==> config.mk <==
export PLATFORM = sky130hd
export DESIGN_NAME = mrs_motor_run_sequencer
export DESIGN_NICKNAME = d
export VERILOG_FILES = /design/src/rtl/mrs_motor_run_sequencer.v
export VERILOG_INCLUDE_DIRS = /design/src /design/src/rtl
export SDC_FILE = /design/constraint.sdc
export NUM_CORES = 1
export LEC_CHECK = 0
export BUFFER_PORTS_ARGS = -buffer_cell sky130_fd_sc_hd__buf_2
export CAP_MARGIN = 20
export CORE_ASPECT_RATIO = 0.75
export CORE_MARGIN = 8
export CORE_UTILIZATION = 31
export CTS_CLUSTER_SIZE = 25
export DETAILED_ROUTE_END_ITERATION = 7
export HOLD_SLACK_MARGIN = 0.1
export PLACE_DENSITY = 0.61
export SLEW_MARGIN = 20
export SYNTH_ARGS = -nofsm -noshare
export SYNTH_HDL_FRONTEND = slang
export SYNTH_SLANG_ARGS = --single-unit
==> constraint.sdc <==
create_clock -name aclk -period 3.4 [get_ports aclk]
set_clock_uncertainty 0.05 [all_clocks]
set_input_delay 0.17 -clock aclk [delete_from_list [all_inputs] [get_ports aclk]]
set_output_delay 0.17 -clock aclk [all_outputs]
set_load 0.03 [all_outputs]
==> src/rtl/mrs_defines.vh <==
// Constants for the motor run sequencer
`ifndef MRS_DEFINES_VH
`define MRS_DEFINES_VH
// Register byte addresses
`define MRS_ADDR_SW_ENABLE 8'h00
`define MRS_ADDR_HW_ENABLE 8'h04
`define MRS_ADDR_CMD 8'h08
`define MRS_ADDR_CONFIG 8'h0C
`define MRS_ADDR_STATUS 8'h10
`define MRS_ADDR_SPEED_REF 8'h14
`define MRS_ADDR_JOG_REF 8'h18
`define MRS_ADDR_SPEED_OUT 8'h1C
// Command register fields
`define MRS_CMD_RUN_FWD 0
`define MRS_CMD_JOG 1
`define MRS_CMD_RUN_REV 2
`define MRS_CMD_DIR 3
`define MRS_CMD_RUN 4
`define MRS_CMD_NOT_STOP 5
// Config register fields
`define MRS_CFG_LATCH_EN 0
`define MRS_CFG_KEYPAD_SEL 1
`define MRS_CFG_DIR_KEY_EN 2
// Status register fields
`define MRS_ST_RUN 0
`define MRS_ST_REVERSE 1
`define MRS_ST_JOG_SEL 2
`define MRS_ST_POWER 3
`define MRS_ST_EN_LOCK 4
`define MRS_ST_HW_EN 5
// Reset values
`define MRS_RST_SW_ENABLE 1'b1
`define MRS_RST_HW_ENABLE 1'b1
`define MRS_RST_CMD 6'h00
`define MRS_RST_CONFIG 3'h0
// Times
`define MRS_CLK_HZ 100000000
`define MRS_DIR_DELAY_MS 65
`define MRS_REEN_DELAY_MS 2000
`define MRS_JOG_HOLD_MS 100
`define MRS_BRESP_OKAY 2'h0
`define MRS_BRESP_SLVERR 2'h2
`endif

==> src/rtl/mrs_motor_run_sequencer.v <==
// Motor run sequencer with AXI4-Lite register access
// Summary of operation
// - Software enable at 0 inhibits running; running allowed only while it is 1.
// - Hardware enable forced to 1 when no terminal is an enable terminal.
// - Enable terminal state overrides any written hardware enable value.
// - With enable terminal, fixed 2 s lockout before re-enabling after disable.
// - Six command bits are read/write, volatile, cleared to 0 at power-up.
// - Keypad reference ignores command bits; run/stop keys act, direction key if enabled.
// - Run-forward and run-reverse checked first; exactly one set runs that way.
// - Both clear and run set: direction bit picks, 0 forward, 1 reverse.
// - Jog bit set switches reference selection to jog.
// - Jog speed only when a run command is also active, or during the 100 ms jog hold after it.
// - Run-forward/reverse assertion or swap waits 65 ms before acting.
// - Run plus direction bit commands skip the 65 ms delay.
// - Latching mode latches three run inputs; partner supplies not-stop.
// - All three run latches clear when not-stop goes inactive.
// - Latching disabled makes the run latches transparent.
// - Setting one direction latch clears the opposite one.
// - Jog selection held 100 ms after stopping from jog speed.
// - Run before jog uses normal reference, then jog once jog is active.
// - Power stage active only while drive enable is active.
// - Reverse direction negates the speed reference.
// - Hold timer asserts immediately, releases after timeout once input drops.
`timescale 1ns/1ps
`include "mrs_defines.vh"
module mrs_motor_run_sequencer #(
  parameter REF_W = 16,
  parameter DIR_CYCLES = `MRS_CLK_HZ / 1000 * `MRS_DIR_DELAY_MS,
  parameter REEN_CYCLES = `MRS_CLK_HZ / 1000 * `MRS_REEN_DELAY_MS,
  parameter JOG_CYCLES = `MRS_CLK_HZ / 1000 * `MRS_JOG_HOLD_MS
) (
  input wire aclk,
  input wire aresetn,
  input wire [7:0] s_axi_awaddr,
  input wire [2:0] s_axi_awprot,
  input wire s_axi_awvalid,
  output wire s_axi_awready,
  input wire [31:0] s_axi_wdata,
  input wire [3:0] s_axi_wstrb,
  input wire s_axi_wvalid,
  output wire s_axi_wready,
  output wire [1:0] s_axi_bresp,
  output wire s_axi_bvalid,
  input wire s_axi_bready,
  input wire [7:0] s_axi_araddr,
  input wire [2:0] s_axi_arprot,
  input wire s_axi_arvalid,
  output wire s_axi_arready,
  output wire [31:0] s_axi_rdata,
  output wire [1:0] s_axi_rresp,
  output wire s_axi_rvalid,
  input wire s_axi_rready,
  input wire enable_term_cfg,
  input wire enable_term_in,
  input wire key_run,
  input wire key_stop,
  input wire key_dir,
  output wire run_out,
  output wire reverse_out,
  output wire jog_sel_out,
  output wire power_enable,
  output wire [REF_W-1:0] speed_ref_out
);
  localparam CW = 28;
  localparam [31:0] DIR_W = DIR_CYCLES;
  localparam [31:0] REEN_W = REEN_CYCLES;
  localparam [31:0] JOG_W = JOG_CYCLES;
  // Counters are narrower than the integer parameters; cut on purpose
  localparam [CW-1:0] DIR_N = DIR_W[CW-1:0];
  localparam [CW-1:0] REEN_N = REEN_W[CW-1:0];
  localparam [CW-1:0] JOG_N = JOG_W[CW-1:0];

  // Pin inputs pass two flip-flops before use
  reg [4:0] sync1_reg;
  reg [4:0] sync2_reg;
  always @(posedge aclk) begin
    if (!aresetn) begin
      sync1_reg <= 5'h00;
      sync2_reg <= 5'h00;
    end else begin
      sync1_reg <= {key_dir, key_stop, key_run, enable_term_in, enable_term_cfg};
      sync2_reg <= sync1_reg;
    end
  end
  wire term_cfg = sync2_reg[0];
  wire term_in = sync2_reg[1];
  wire k_run = sync2_reg[2];
  wire k_stop = sync2_reg[3];
  wire k_dir = sync2_reg[4];

  // Registers
  reg sw_enable_reg;
  reg hw_enable_reg;
  reg [5:0] cmd_reg;
  reg [2:0] config_reg;
  reg [REF_W-1:0] speed_ref_reg;
  reg [REF_W-1:0] jog_ref_reg;

  // AXI write channel: address and data taken in either order
  reg aw_held_reg;
  reg [7:0] aw_addr_reg;
  reg w_held_reg;
  reg [31:0] w_data_reg;
  reg [3:0] w_strb_reg;
  reg bvalid_reg;
  reg [1:0] bresp_reg;
  assign s_axi_awready = !aw_held_reg && !bvalid_reg;
  assign s_axi_wready = !w_held_reg && !bvalid_reg;
  assign s_axi_bvalid = bvalid_reg;
  assign s_axi_bresp = bresp_reg;
  wire aw_have = aw_held_reg || (s_axi_awvalid && s_axi_awready);
  wire w_have = w_held_reg || (s_axi_wvalid && s_axi_wready);
  wire [7:0] wr_addr = aw_held_reg ? aw_addr_reg : s_axi_awaddr;
  wire [31:0] wr_data = w_held_reg ? w_data_reg : s_axi_wdata;
  wire [3:0] wr_strb = w_held_reg ? w_strb_reg : s_axi_wstrb;
  wire wr_do = aw_have && w_have && !bvalid_reg;
  wire wr_hit = (wr_addr == `MRS_ADDR_SW_ENABLE) || (wr_addr == `MRS_ADDR_HW_ENABLE) ||
                (wr_addr == `MRS_ADDR_CMD) || (wr_addr == `MRS_ADDR_CONFIG) ||
                (wr_addr == `MRS_ADDR_SPEED_REF) || (wr_addr == `MRS_ADDR_JOG_REF);
  wire wr_b0 = wr_do && wr_strb[0];

  always @(posedge aclk) begin
    if (!aresetn) begin
      aw_held_reg <= 1'b0;
      aw_addr_reg <= 8'h00;
      w_held_reg <= 1'b0;
      w_data_reg <= 32'h00000000;
      w_strb_reg <= 4'h0;
      bvalid_reg <= 1'b0;
      bresp_reg <= `MRS_BRESP_OKAY;
    end else begin
      if (wr_do) begin
        aw_held_reg <= 1'b0;
        w_held_reg <= 1'b0;
        bvalid_reg <= 1'b1;
        bresp_reg <= wr_hit ? `MRS_BRESP_OKAY : `MRS_BRESP_SLVERR;
      end else begin
        if (s_axi_awvalid && s_axi_awready) begin
          aw_held_reg <= 1'b1;
          aw_addr_reg <= s_axi_awaddr;
        end
        if (s_axi_wvalid && s_axi_wready) begin
          w_held_reg <= 1'b1;
          w_data_reg <= s_axi_wdata;
          w_strb_reg <= s_axi_wstrb;
        end
        if (bvalid_reg && s_axi_bready) begin
          bvalid_reg <= 1'b0;
        end
      end
    end
  end

  // Register stores; command bits volatile and cleared at reset
  always @(posedge aclk) begin
    if (!aresetn) begin
      sw_enable_reg <= `MRS_RST_SW_ENABLE;
      hw_enable_reg <= `MRS_RST_HW_ENABLE;
      cmd_reg <= `MRS_RST_CMD;
      config_reg <= `MRS_RST_CONFIG;
      speed_ref_reg <= {REF_W{1'b0}};
      jog_ref_reg <= {REF_W{1'b0}};
    end else begin
      if (wr_b0 && wr_addr == `MRS_ADDR_SW_ENABLE) begin
        sw_enable_reg <= wr_data[0];
      end
      if (wr_b0 && wr_addr == `MRS_ADDR_HW_ENABLE) begin
        hw_enable_reg <= wr_data[0];
      end
      if (wr_b0 && wr_addr == `MRS_ADDR_CMD) begin
        cmd_reg <= wr_data[5:0];
      end
      if (wr_b0 && wr_addr == `MRS_ADDR_CONFIG) begin
        config_reg <= wr_data[2:0];
      end
      if (wr_do && wr_addr == `MRS_ADDR_SPEED_REF && wr_strb[1:0] == 2'h3) begin
        speed_ref_reg <= wr_data[REF_W-1:0];
      end
      if (wr_do && wr_addr == `MRS_ADDR_JOG_REF && wr_strb[1:0] == 2'h3) begin
        jog_ref_reg <= wr_data[REF_W-1:0];
      end
    end
  end

  // Effective hardware enable: terminal overrides, else forced to 1
  wire hw_en_eff = term_cfg ? term_in : 1'b1;
  wire hw_en_written = hw_enable_reg; // Stored value, read back only

  // Re-enable lockout counts after the terminal disables the drive
  reg [CW-1:0] reen_cnt_reg;
  always @(posedge aclk) begin
    if (!aresetn) begin
      reen_cnt_reg <= {CW{1'b0}};
    end else if (term_cfg && !term_in) begin
      reen_cnt_reg <= REEN_N;
    end else if (reen_cnt_reg != {CW{1'b0}}) begin
      reen_cnt_reg <= reen_cnt_reg - 1'b1;
    end
  end
  wire lockout = reen_cnt_reg != {CW{1'b0}};
  wire drive_enable = sw_enable_reg && hw_en_eff && !lockout;

  // Command bits; keypad mode disregards them all
  wire keypad = config_reg[`MRS_CFG_KEYPAD_SEL];
  wire latch_en = config_reg[`MRS_CFG_LATCH_EN];
  wire c_fwd = cmd_reg[`MRS_CMD_RUN_FWD] && !keypad;
  wire c_rev = cmd_reg[`MRS_CMD_RUN_REV] && !keypad;
  wire c_run = cmd_reg[`MRS_CMD_RUN] && !keypad;
  wire c_jog = cmd_reg[`MRS_CMD_JOG] && !keypad;
  wire c_dir = cmd_reg[`MRS_CMD_DIR];
  wire c_nstop = cmd_reg[`MRS_CMD_NOT_STOP];

  // Run latches for momentary inputs
  reg lat_fwd_reg;
  reg lat_rev_reg;
  reg lat_run_reg;
  always @(posedge aclk) begin
    if (!aresetn || !c_nstop || keypad) begin
      lat_fwd_reg <= 1'b0;
      lat_rev_reg <= 1'b0;
      lat_run_reg <= 1'b0;
    end else begin
      // A single direction set clears the opposite latch
      if (c_fwd && !c_rev) begin
        lat_fwd_reg <= 1'b1;
        lat_rev_reg <= 1'b0;
      end else if (c_rev && !c_fwd) begin
        lat_rev_reg <= 1'b1;
        lat_fwd_reg <= 1'b0;
      end
      if (c_run) begin
        lat_run_reg <= 1'b1;
      end
    end
  end
  wire r_fwd = latch_en ? lat_fwd_reg : c_fwd;
  wire r_rev = latch_en ? lat_rev_reg : c_rev;
  wire r_run = latch_en ? lat_run_reg : c_run;

  // Direction-run pair: exactly one set gives a command, both set gives none
  wire dr_fwd = r_fwd && !r_rev;
  wire dr_rev = r_rev && !r_fwd;

  // 65 ms delay on assertion or swap of the direction-run pair
  reg [1:0] dr_last_reg;
  reg [CW-1:0] dir_cnt_reg;
  always @(posedge aclk) begin
    if (!aresetn) begin
      dr_last_reg <= 2'h0;
      dir_cnt_reg <= {CW{1'b0}};
    end else begin
      dr_last_reg <= {dr_rev, dr_fwd};
      if ({dr_rev, dr_fwd} != dr_last_reg && (dr_fwd || dr_rev)) begin
        dir_cnt_reg <= DIR_N;
      end else if (dir_cnt_reg != {CW{1'b0}}) begin
        dir_cnt_reg <= dir_cnt_reg - 1'b1;
      end
    end
  end
  wire dr_ready = dir_cnt_reg == {CW{1'b0}} && {dr_rev, dr_fwd} == dr_last_reg;

  // Keypad run/stop and direction toggling
  reg key_run_reg;
  reg key_rev_reg;
  reg kdir_last_reg;
  always @(posedge aclk) begin
    if (!aresetn) begin
      key_run_reg <= 1'b0;
      key_rev_reg <= 1'b0;
      kdir_last_reg <= 1'b0;
    end else begin
      kdir_last_reg <= k_dir;
      if (!keypad || k_stop) begin
        key_run_reg <= 1'b0;
      end else if (k_run) begin
        key_run_reg <= 1'b1;
      end
      if (keypad && config_reg[`MRS_CFG_DIR_KEY_EN] && k_dir && !kdir_last_reg) begin
        key_rev_reg <= !key_rev_reg;
      end
    end
  end

  // Run request and direction; run plus direction bit is immediate
  reg run_reg;
  reg rev_reg;
  reg run_req;
  reg rev_req;
  always @* begin
    run_req = 1'b0;
    rev_req = 1'b0;
    if (keypad) begin
      run_req = key_run_reg;
      rev_req = key_rev_reg;
    end else if (dr_fwd || dr_rev) begin
      // Hold present state during the delay, so a swap never passes through stop
      run_req = dr_ready ? 1'b1 : run_reg;
      rev_req = dr_ready ? dr_rev : rev_reg;
    end else if (!r_fwd && !r_rev && r_run) begin
      run_req = 1'b1;
      rev_req = c_dir;
    end
  end

  // Jog selection hold timer: immediate on, 100 ms release
  wire jog_active = c_jog && run_req && drive_enable;
  reg [CW-1:0] jog_cnt_reg;
  always @(posedge aclk) begin
    if (!aresetn) begin
      jog_cnt_reg <= {CW{1'b0}};
    end else if (jog_active) begin
      jog_cnt_reg <= JOG_N;
    end else if (jog_cnt_reg != {CW{1'b0}}) begin
      jog_cnt_reg <= jog_cnt_reg - 1'b1;
    end
  end
  wire jog_hold = jog_active || (jog_cnt_reg != {CW{1'b0}});
  // Jog bit alone selects the jog reference; running needs a run command too
  wire jog_sel = c_jog || jog_hold;

  // Registered outputs
  reg jog_sel_reg;
  reg power_reg;
  reg [REF_W-1:0] speed_out_reg;
  wire [REF_W-1:0] ref_mag = jog_sel ? jog_ref_reg : speed_ref_reg;
  always @(posedge aclk) begin
    if (!aresetn) begin
      run_reg <= 1'b0;
      rev_reg <= 1'b0;
      jog_sel_reg <= 1'b0;
      power_reg <= 1'b0;
      speed_out_reg <= {REF_W{1'b0}};
    end else begin
      run_reg <= run_req && drive_enable;
      rev_reg <= rev_req;
      jog_sel_reg <= jog_sel;
      power_reg <= drive_enable && (run_req || jog_hold);
      if (!(run_req && drive_enable) && !jog_hold) begin
        speed_out_reg <= {REF_W{1'b0}};
      end else if (rev_req) begin
        speed_out_reg <= {REF_W{1'b0}} - ref_mag;
      end else begin
        speed_out_reg <= ref_mag;
      end
    end
  end
  assign run_out = run_reg;
  assign reverse_out = rev_reg;
  assign jog_sel_out = jog_sel_reg;
  assign power_enable = power_reg;
  assign speed_ref_out = speed_out_reg;

  // AXI read channel
  reg rvalid_reg;
  reg [31:0] rdata_reg;
  reg [1:0] rresp_reg;
  reg [31:0] rd_mux;
  reg rd_hit;
  assign s_axi_arready = !rvalid_reg;
  assign s_axi_rvalid = rvalid_reg;
  assign s_axi_rdata = rdata_reg;
  assign s_axi_rresp = rresp_reg;
  always @* begin
    rd_mux = 32'h00000000;
    rd_hit = 1'b1;
    case (s_axi_araddr)
      `MRS_ADDR_SW_ENABLE: rd_mux[0] = sw_enable_reg;
      `MRS_ADDR_HW_ENABLE: rd_mux[0] = term_cfg ? term_in : hw_en_written;
      `MRS_ADDR_CMD: rd_mux[5:0] = cmd_reg;
      `MRS_ADDR_CONFIG: rd_mux[2:0] = config_reg;
      `MRS_ADDR_STATUS: rd_mux[5:0] = {hw_en_eff, lockout, power_reg, jog_sel_reg, rev_reg, run_reg};
      `MRS_ADDR_SPEED_REF: rd_mux[REF_W-1:0] = speed_ref_reg;
      `MRS_ADDR_JOG_REF: rd_mux[REF_W-1:0] = jog_ref_reg;
      `MRS_ADDR_SPEED_OUT: rd_mux[REF_W-1:0] = speed_out_reg;
      default: rd_hit = 1'b0;
    endcase
  end
  always @(posedge aclk) begin
    if (!aresetn) begin
      rvalid_reg <= 1'b0;
      rdata_reg <= 32'h00000000;
      rresp_reg <= `MRS_BRESP_OKAY;
    end else if (s_axi_arvalid && !rvalid_reg) begin
      rvalid_reg <= 1'b1;
      rdata_reg <= rd_mux;
      rresp_reg <= rd_hit ? `MRS_BRESP_OKAY : `MRS_BRESP_SLVERR;
    end else if (rvalid_reg && s_axi_rready) begin
      rvalid_reg <= 1'b0;
    end
  end
endmodule

==> impl_metrics.py <==
metrics = {
    "cts": {
        "root_buffer": "clkbuf_16",
        "clk_latency_ns": 0.53,
        "cts_made_buffers": 24,
        "cts_max_level": 1,
        "clk_pin_slew_ns": 0.06,
        "clk_path_buf_depth": 3,
        "postCtsSetupRepairBufs": 0,
        "cts_tree": "built",
        "cts.sinks": 213,
    },
    "detailed_routing": {
        "drt_first_iter_violations": 622,
        "drt-vias-per-instance": 5.01,
        "wirelength_um": 27400,
        "antenna_left": 0,
        "drc_errors": 0,
        "vias": 8774,
        "highest_layer": "met4",
        "firstDrtPassIters": 6,
        "wirelength_met1_um": 14000,
        "routed-wl-met2_um": 11600,
        "wl_per_cell_um": 15.6,
        "wl_met3_um": 1240,
    },
    "yosys": {
        "yosys-top-cells-count": "dfxtp_1, nor2_1, nand2_1",
        "mappedNetlistArea_um2": 10100,
        "async_reset_ff_share_pct": 0,
        "ys_seq_area_share_pct": 42.1,
        "avgSynthCellArea_um2": 8.65,
        "syn_inst": 1171,
        "synth_cell_types": 65,
        "synth_top_area_share_pct": 42.1,
        "synth_edf_count": 0,
        "yosysMostFrequentCell": "dfxtp_1",
        "yosysWarnings": 0,
        "yosysTopAreaCell": "dfxtp_1",
        "ys.flop_type": "dfxtp_1",
        "synth_seq_cells": 213,
        "ys_top_cells_by_area": "dfxtp_1, nor2_1, mux2i_1",
    },
    "cells_and_area": {
        "fin_nets": 1373,
        "drive_gt1_share_pct": 15.0,
        "fin_util_pct": 37.9,
        "final_cells": 1751,
        "area_growth_pct": 20.8,
        "antenna_cells": 0,
    },
    "sta": {
        "finalSetupViolCount": 0,
        "slew_headroom_pct": 37.3,
        "tightestPinTransition_ns": 0.934,
        "fmax_mhz": 306,
        "hold_viol": 0,
        "fin_crit_ns": 3.27,
        "worst_hold_slack_ns": 0.184,
        "drv_slew": 0,
        "fin_tns_setup_ns": 0,
        "fin_crit_sh_pct": 96.2,
        "grt_setup_unrepaired": "yes",
    },
    "global_route": {
        "grt_pass1_wl_um": 45500,
        "antenna_found_initial": 0,
        "grt.overflow.total": 0,
        "grt_max_degree": 62,
        "grt_use_total_pct": 13.9,
        "grt_pass1_vias": 8526,
    },
    "die": {
        "start_util_pct": 31.3,
        "die_w_um": 225,
        "die-area_um2": 38800,
        "die_y_um": 173,
        "rows": 57,
        "num_io_pins": 131,
        "core_area_um2": 32300,
    },
    "min_path": {
        "hold_path_class": "in -> reg",
    },
    "power_and_ir_drop": {
        "switching_share_pct": 38.6,
        "p_per_area_nw_per_um2": 818,
        "vdd_drop_max_mv": 0.350,
        "seqPwrFrac_pct": 34.6,
        "p_switching_uw": 3860,
        "p_int_uw": 6140,
        "p_comb_share_pct": 40.2,
        "clkPwrFrac_pct": 25.2,
        "leakage_uw": 0.00461,
        "p_total_uw": 10000,
    },
    "critical_path": {
        "path_class": "reg -> reg",
        "end_kind": "flop",
        "critPathMaxFanout": 4,
        "cp_data_required_time_ns": 3.74,
        "crit_arrival_ns": 3.61,
        "start_kind": "flop",
    },
    "placed_design": {
        "io_buffers": 88,
        "place_inst": 1668,
        "gp_congestion": 0.809,
        "dp_hpwl_um": 19700,
    },
    "run_status": {
        "outcome": "finished clean",
    },
    "job": {
        "cap_violations": 0,
    },
}
path summary, 6_finish.rpt:
check                               startpoint                           end  slack (ns)  cells past startpoint
hold / removal                   s_axi_arvalid   s_axi_rdata[2]$_SDFFE_PN0P_        0.18                      4
setup / recovery  jog_cnt_reg[12]$_SDFFE_PN0P_  speed_ref_out[10]$_SDFF_PP0_        0.13                     11
setup reg to reg  jog_cnt_reg[12]$_SDFFE_PN0P_  speed_ref_out[10]$_SDFF_PP0_        0.13                     11
hold reg to reg        sync2_reg[3]$_SDFF_PN0_      key_run_reg$_SDFFE_PP0P_        0.35                      1
layer usage:
layer  vias to the layer above  global-route usage (%)
li1                       4434                       -
met1                      4126                    20.2
met2                       180                    21.0
met3                        34                    2.05
met4                         0                    3.65
met5                         -                       0
power groups by stage:
stage / Combinational (µW) / Sequential (µW) / Clock [µW]
2_1_floorplan: 3120 / 3420 / 0
3_3_place_gp: 3870 / 3490 / 0
3_5_place_dp: 3940 / 3510 / 0
4_1_cts: 4000 / 3460 / 2600
5_1_grt: 4510 / 3540 / 2710
6_report: 4020 / 3460 / 2520
final cells by class:
type                    instances  area, µm²
fillers                      3311      20100
well taps                     442        553
clock buffers                  36        716
inverters                      21       80.1
flip-flops and latches        213       4270
repair buffers                156       1050
multi-input cells             876       5510
clock inverters                 7       56.3
timing repair:
action	4_1_cts	5_1_grt
resized for setup	0	4
endpoints found under the hold margin	73	0
hold buffers	40	0
setup endpoints to repair	0	14
placed cells by master, fill, tap and decap left out, types with 4 or more instances in the layout:
cell,count
and2_1,15
nor4_1,52
nor2b_1,7
and3b_1,4
nand4_1,12
a22oi_1,11
clkbuf_1,5
mux4_2,5
buf_4,28
clkinv_2,4
o21a_1,6
or3_1,20
mux2_2,18
dfxtp_1,212
nand2b_1,8
and3_1,5
nor2_1,171
nand4b_1,5
nand2_1,76
inv_1,19
or4_1,20
a21oi_1,72
nor3_1,54
dlygate4sd3_1,40
o21ai_0,27
a31oi_1,5
o31a_1,10
xnor2_1,40
clkbuf_8,7
a211oi_1,42
o31ai_1,5
xor2_1,26
conb_1,18
nand3_1,25
ha_1,10
clkbuf_16,24
mux2i_1,52
buf_2,88
critical path: stages, from the launching register on:
cell and delay, ns:
dfxtp_1 0.32, or4_4 0.58, nor4_4 0.28, and3_4 0.27
mux2i_1 0.25, ha_2 0.23, inv_2 0.04, or3_4 0.34
or4_1 0.42, o21ai_1 0.19, o21a_1 0.13, nor3_1 0.04
logic make-up (layout without fill, tap and decap cells):
kind of cell / after synthesis / after routing / share of synthesized area, %
AO/OA/AOI/OAI: 206 / 206 / 13.2
XOR/XNOR: 66 / 66 / 5.71
adder cells (fa/ha/maj): 11 / 11 / 1.36
buffers and inverters: 99 / 220 / 4.46
flip-flops: 213 / 213 / 42.1
multiplexers: 76 / 76 / 8.35
other: 1 / 18 / 0.0370
AND/OR/NAND/NOR: 499 / 499 / 24.8
stage by stage:
stage / instance area (µm²) / setup slack, ns
floorplan: 10200 / -0.0818
global placement: 11000 / 0.0691
detailed placement: 11000 / 0.0425
CTS: 12200 / 0.0459
global route: 12200 / -0.0550
finish: 12200 / 0.129
Note: power is estimated with default switching activity, not from simulation.
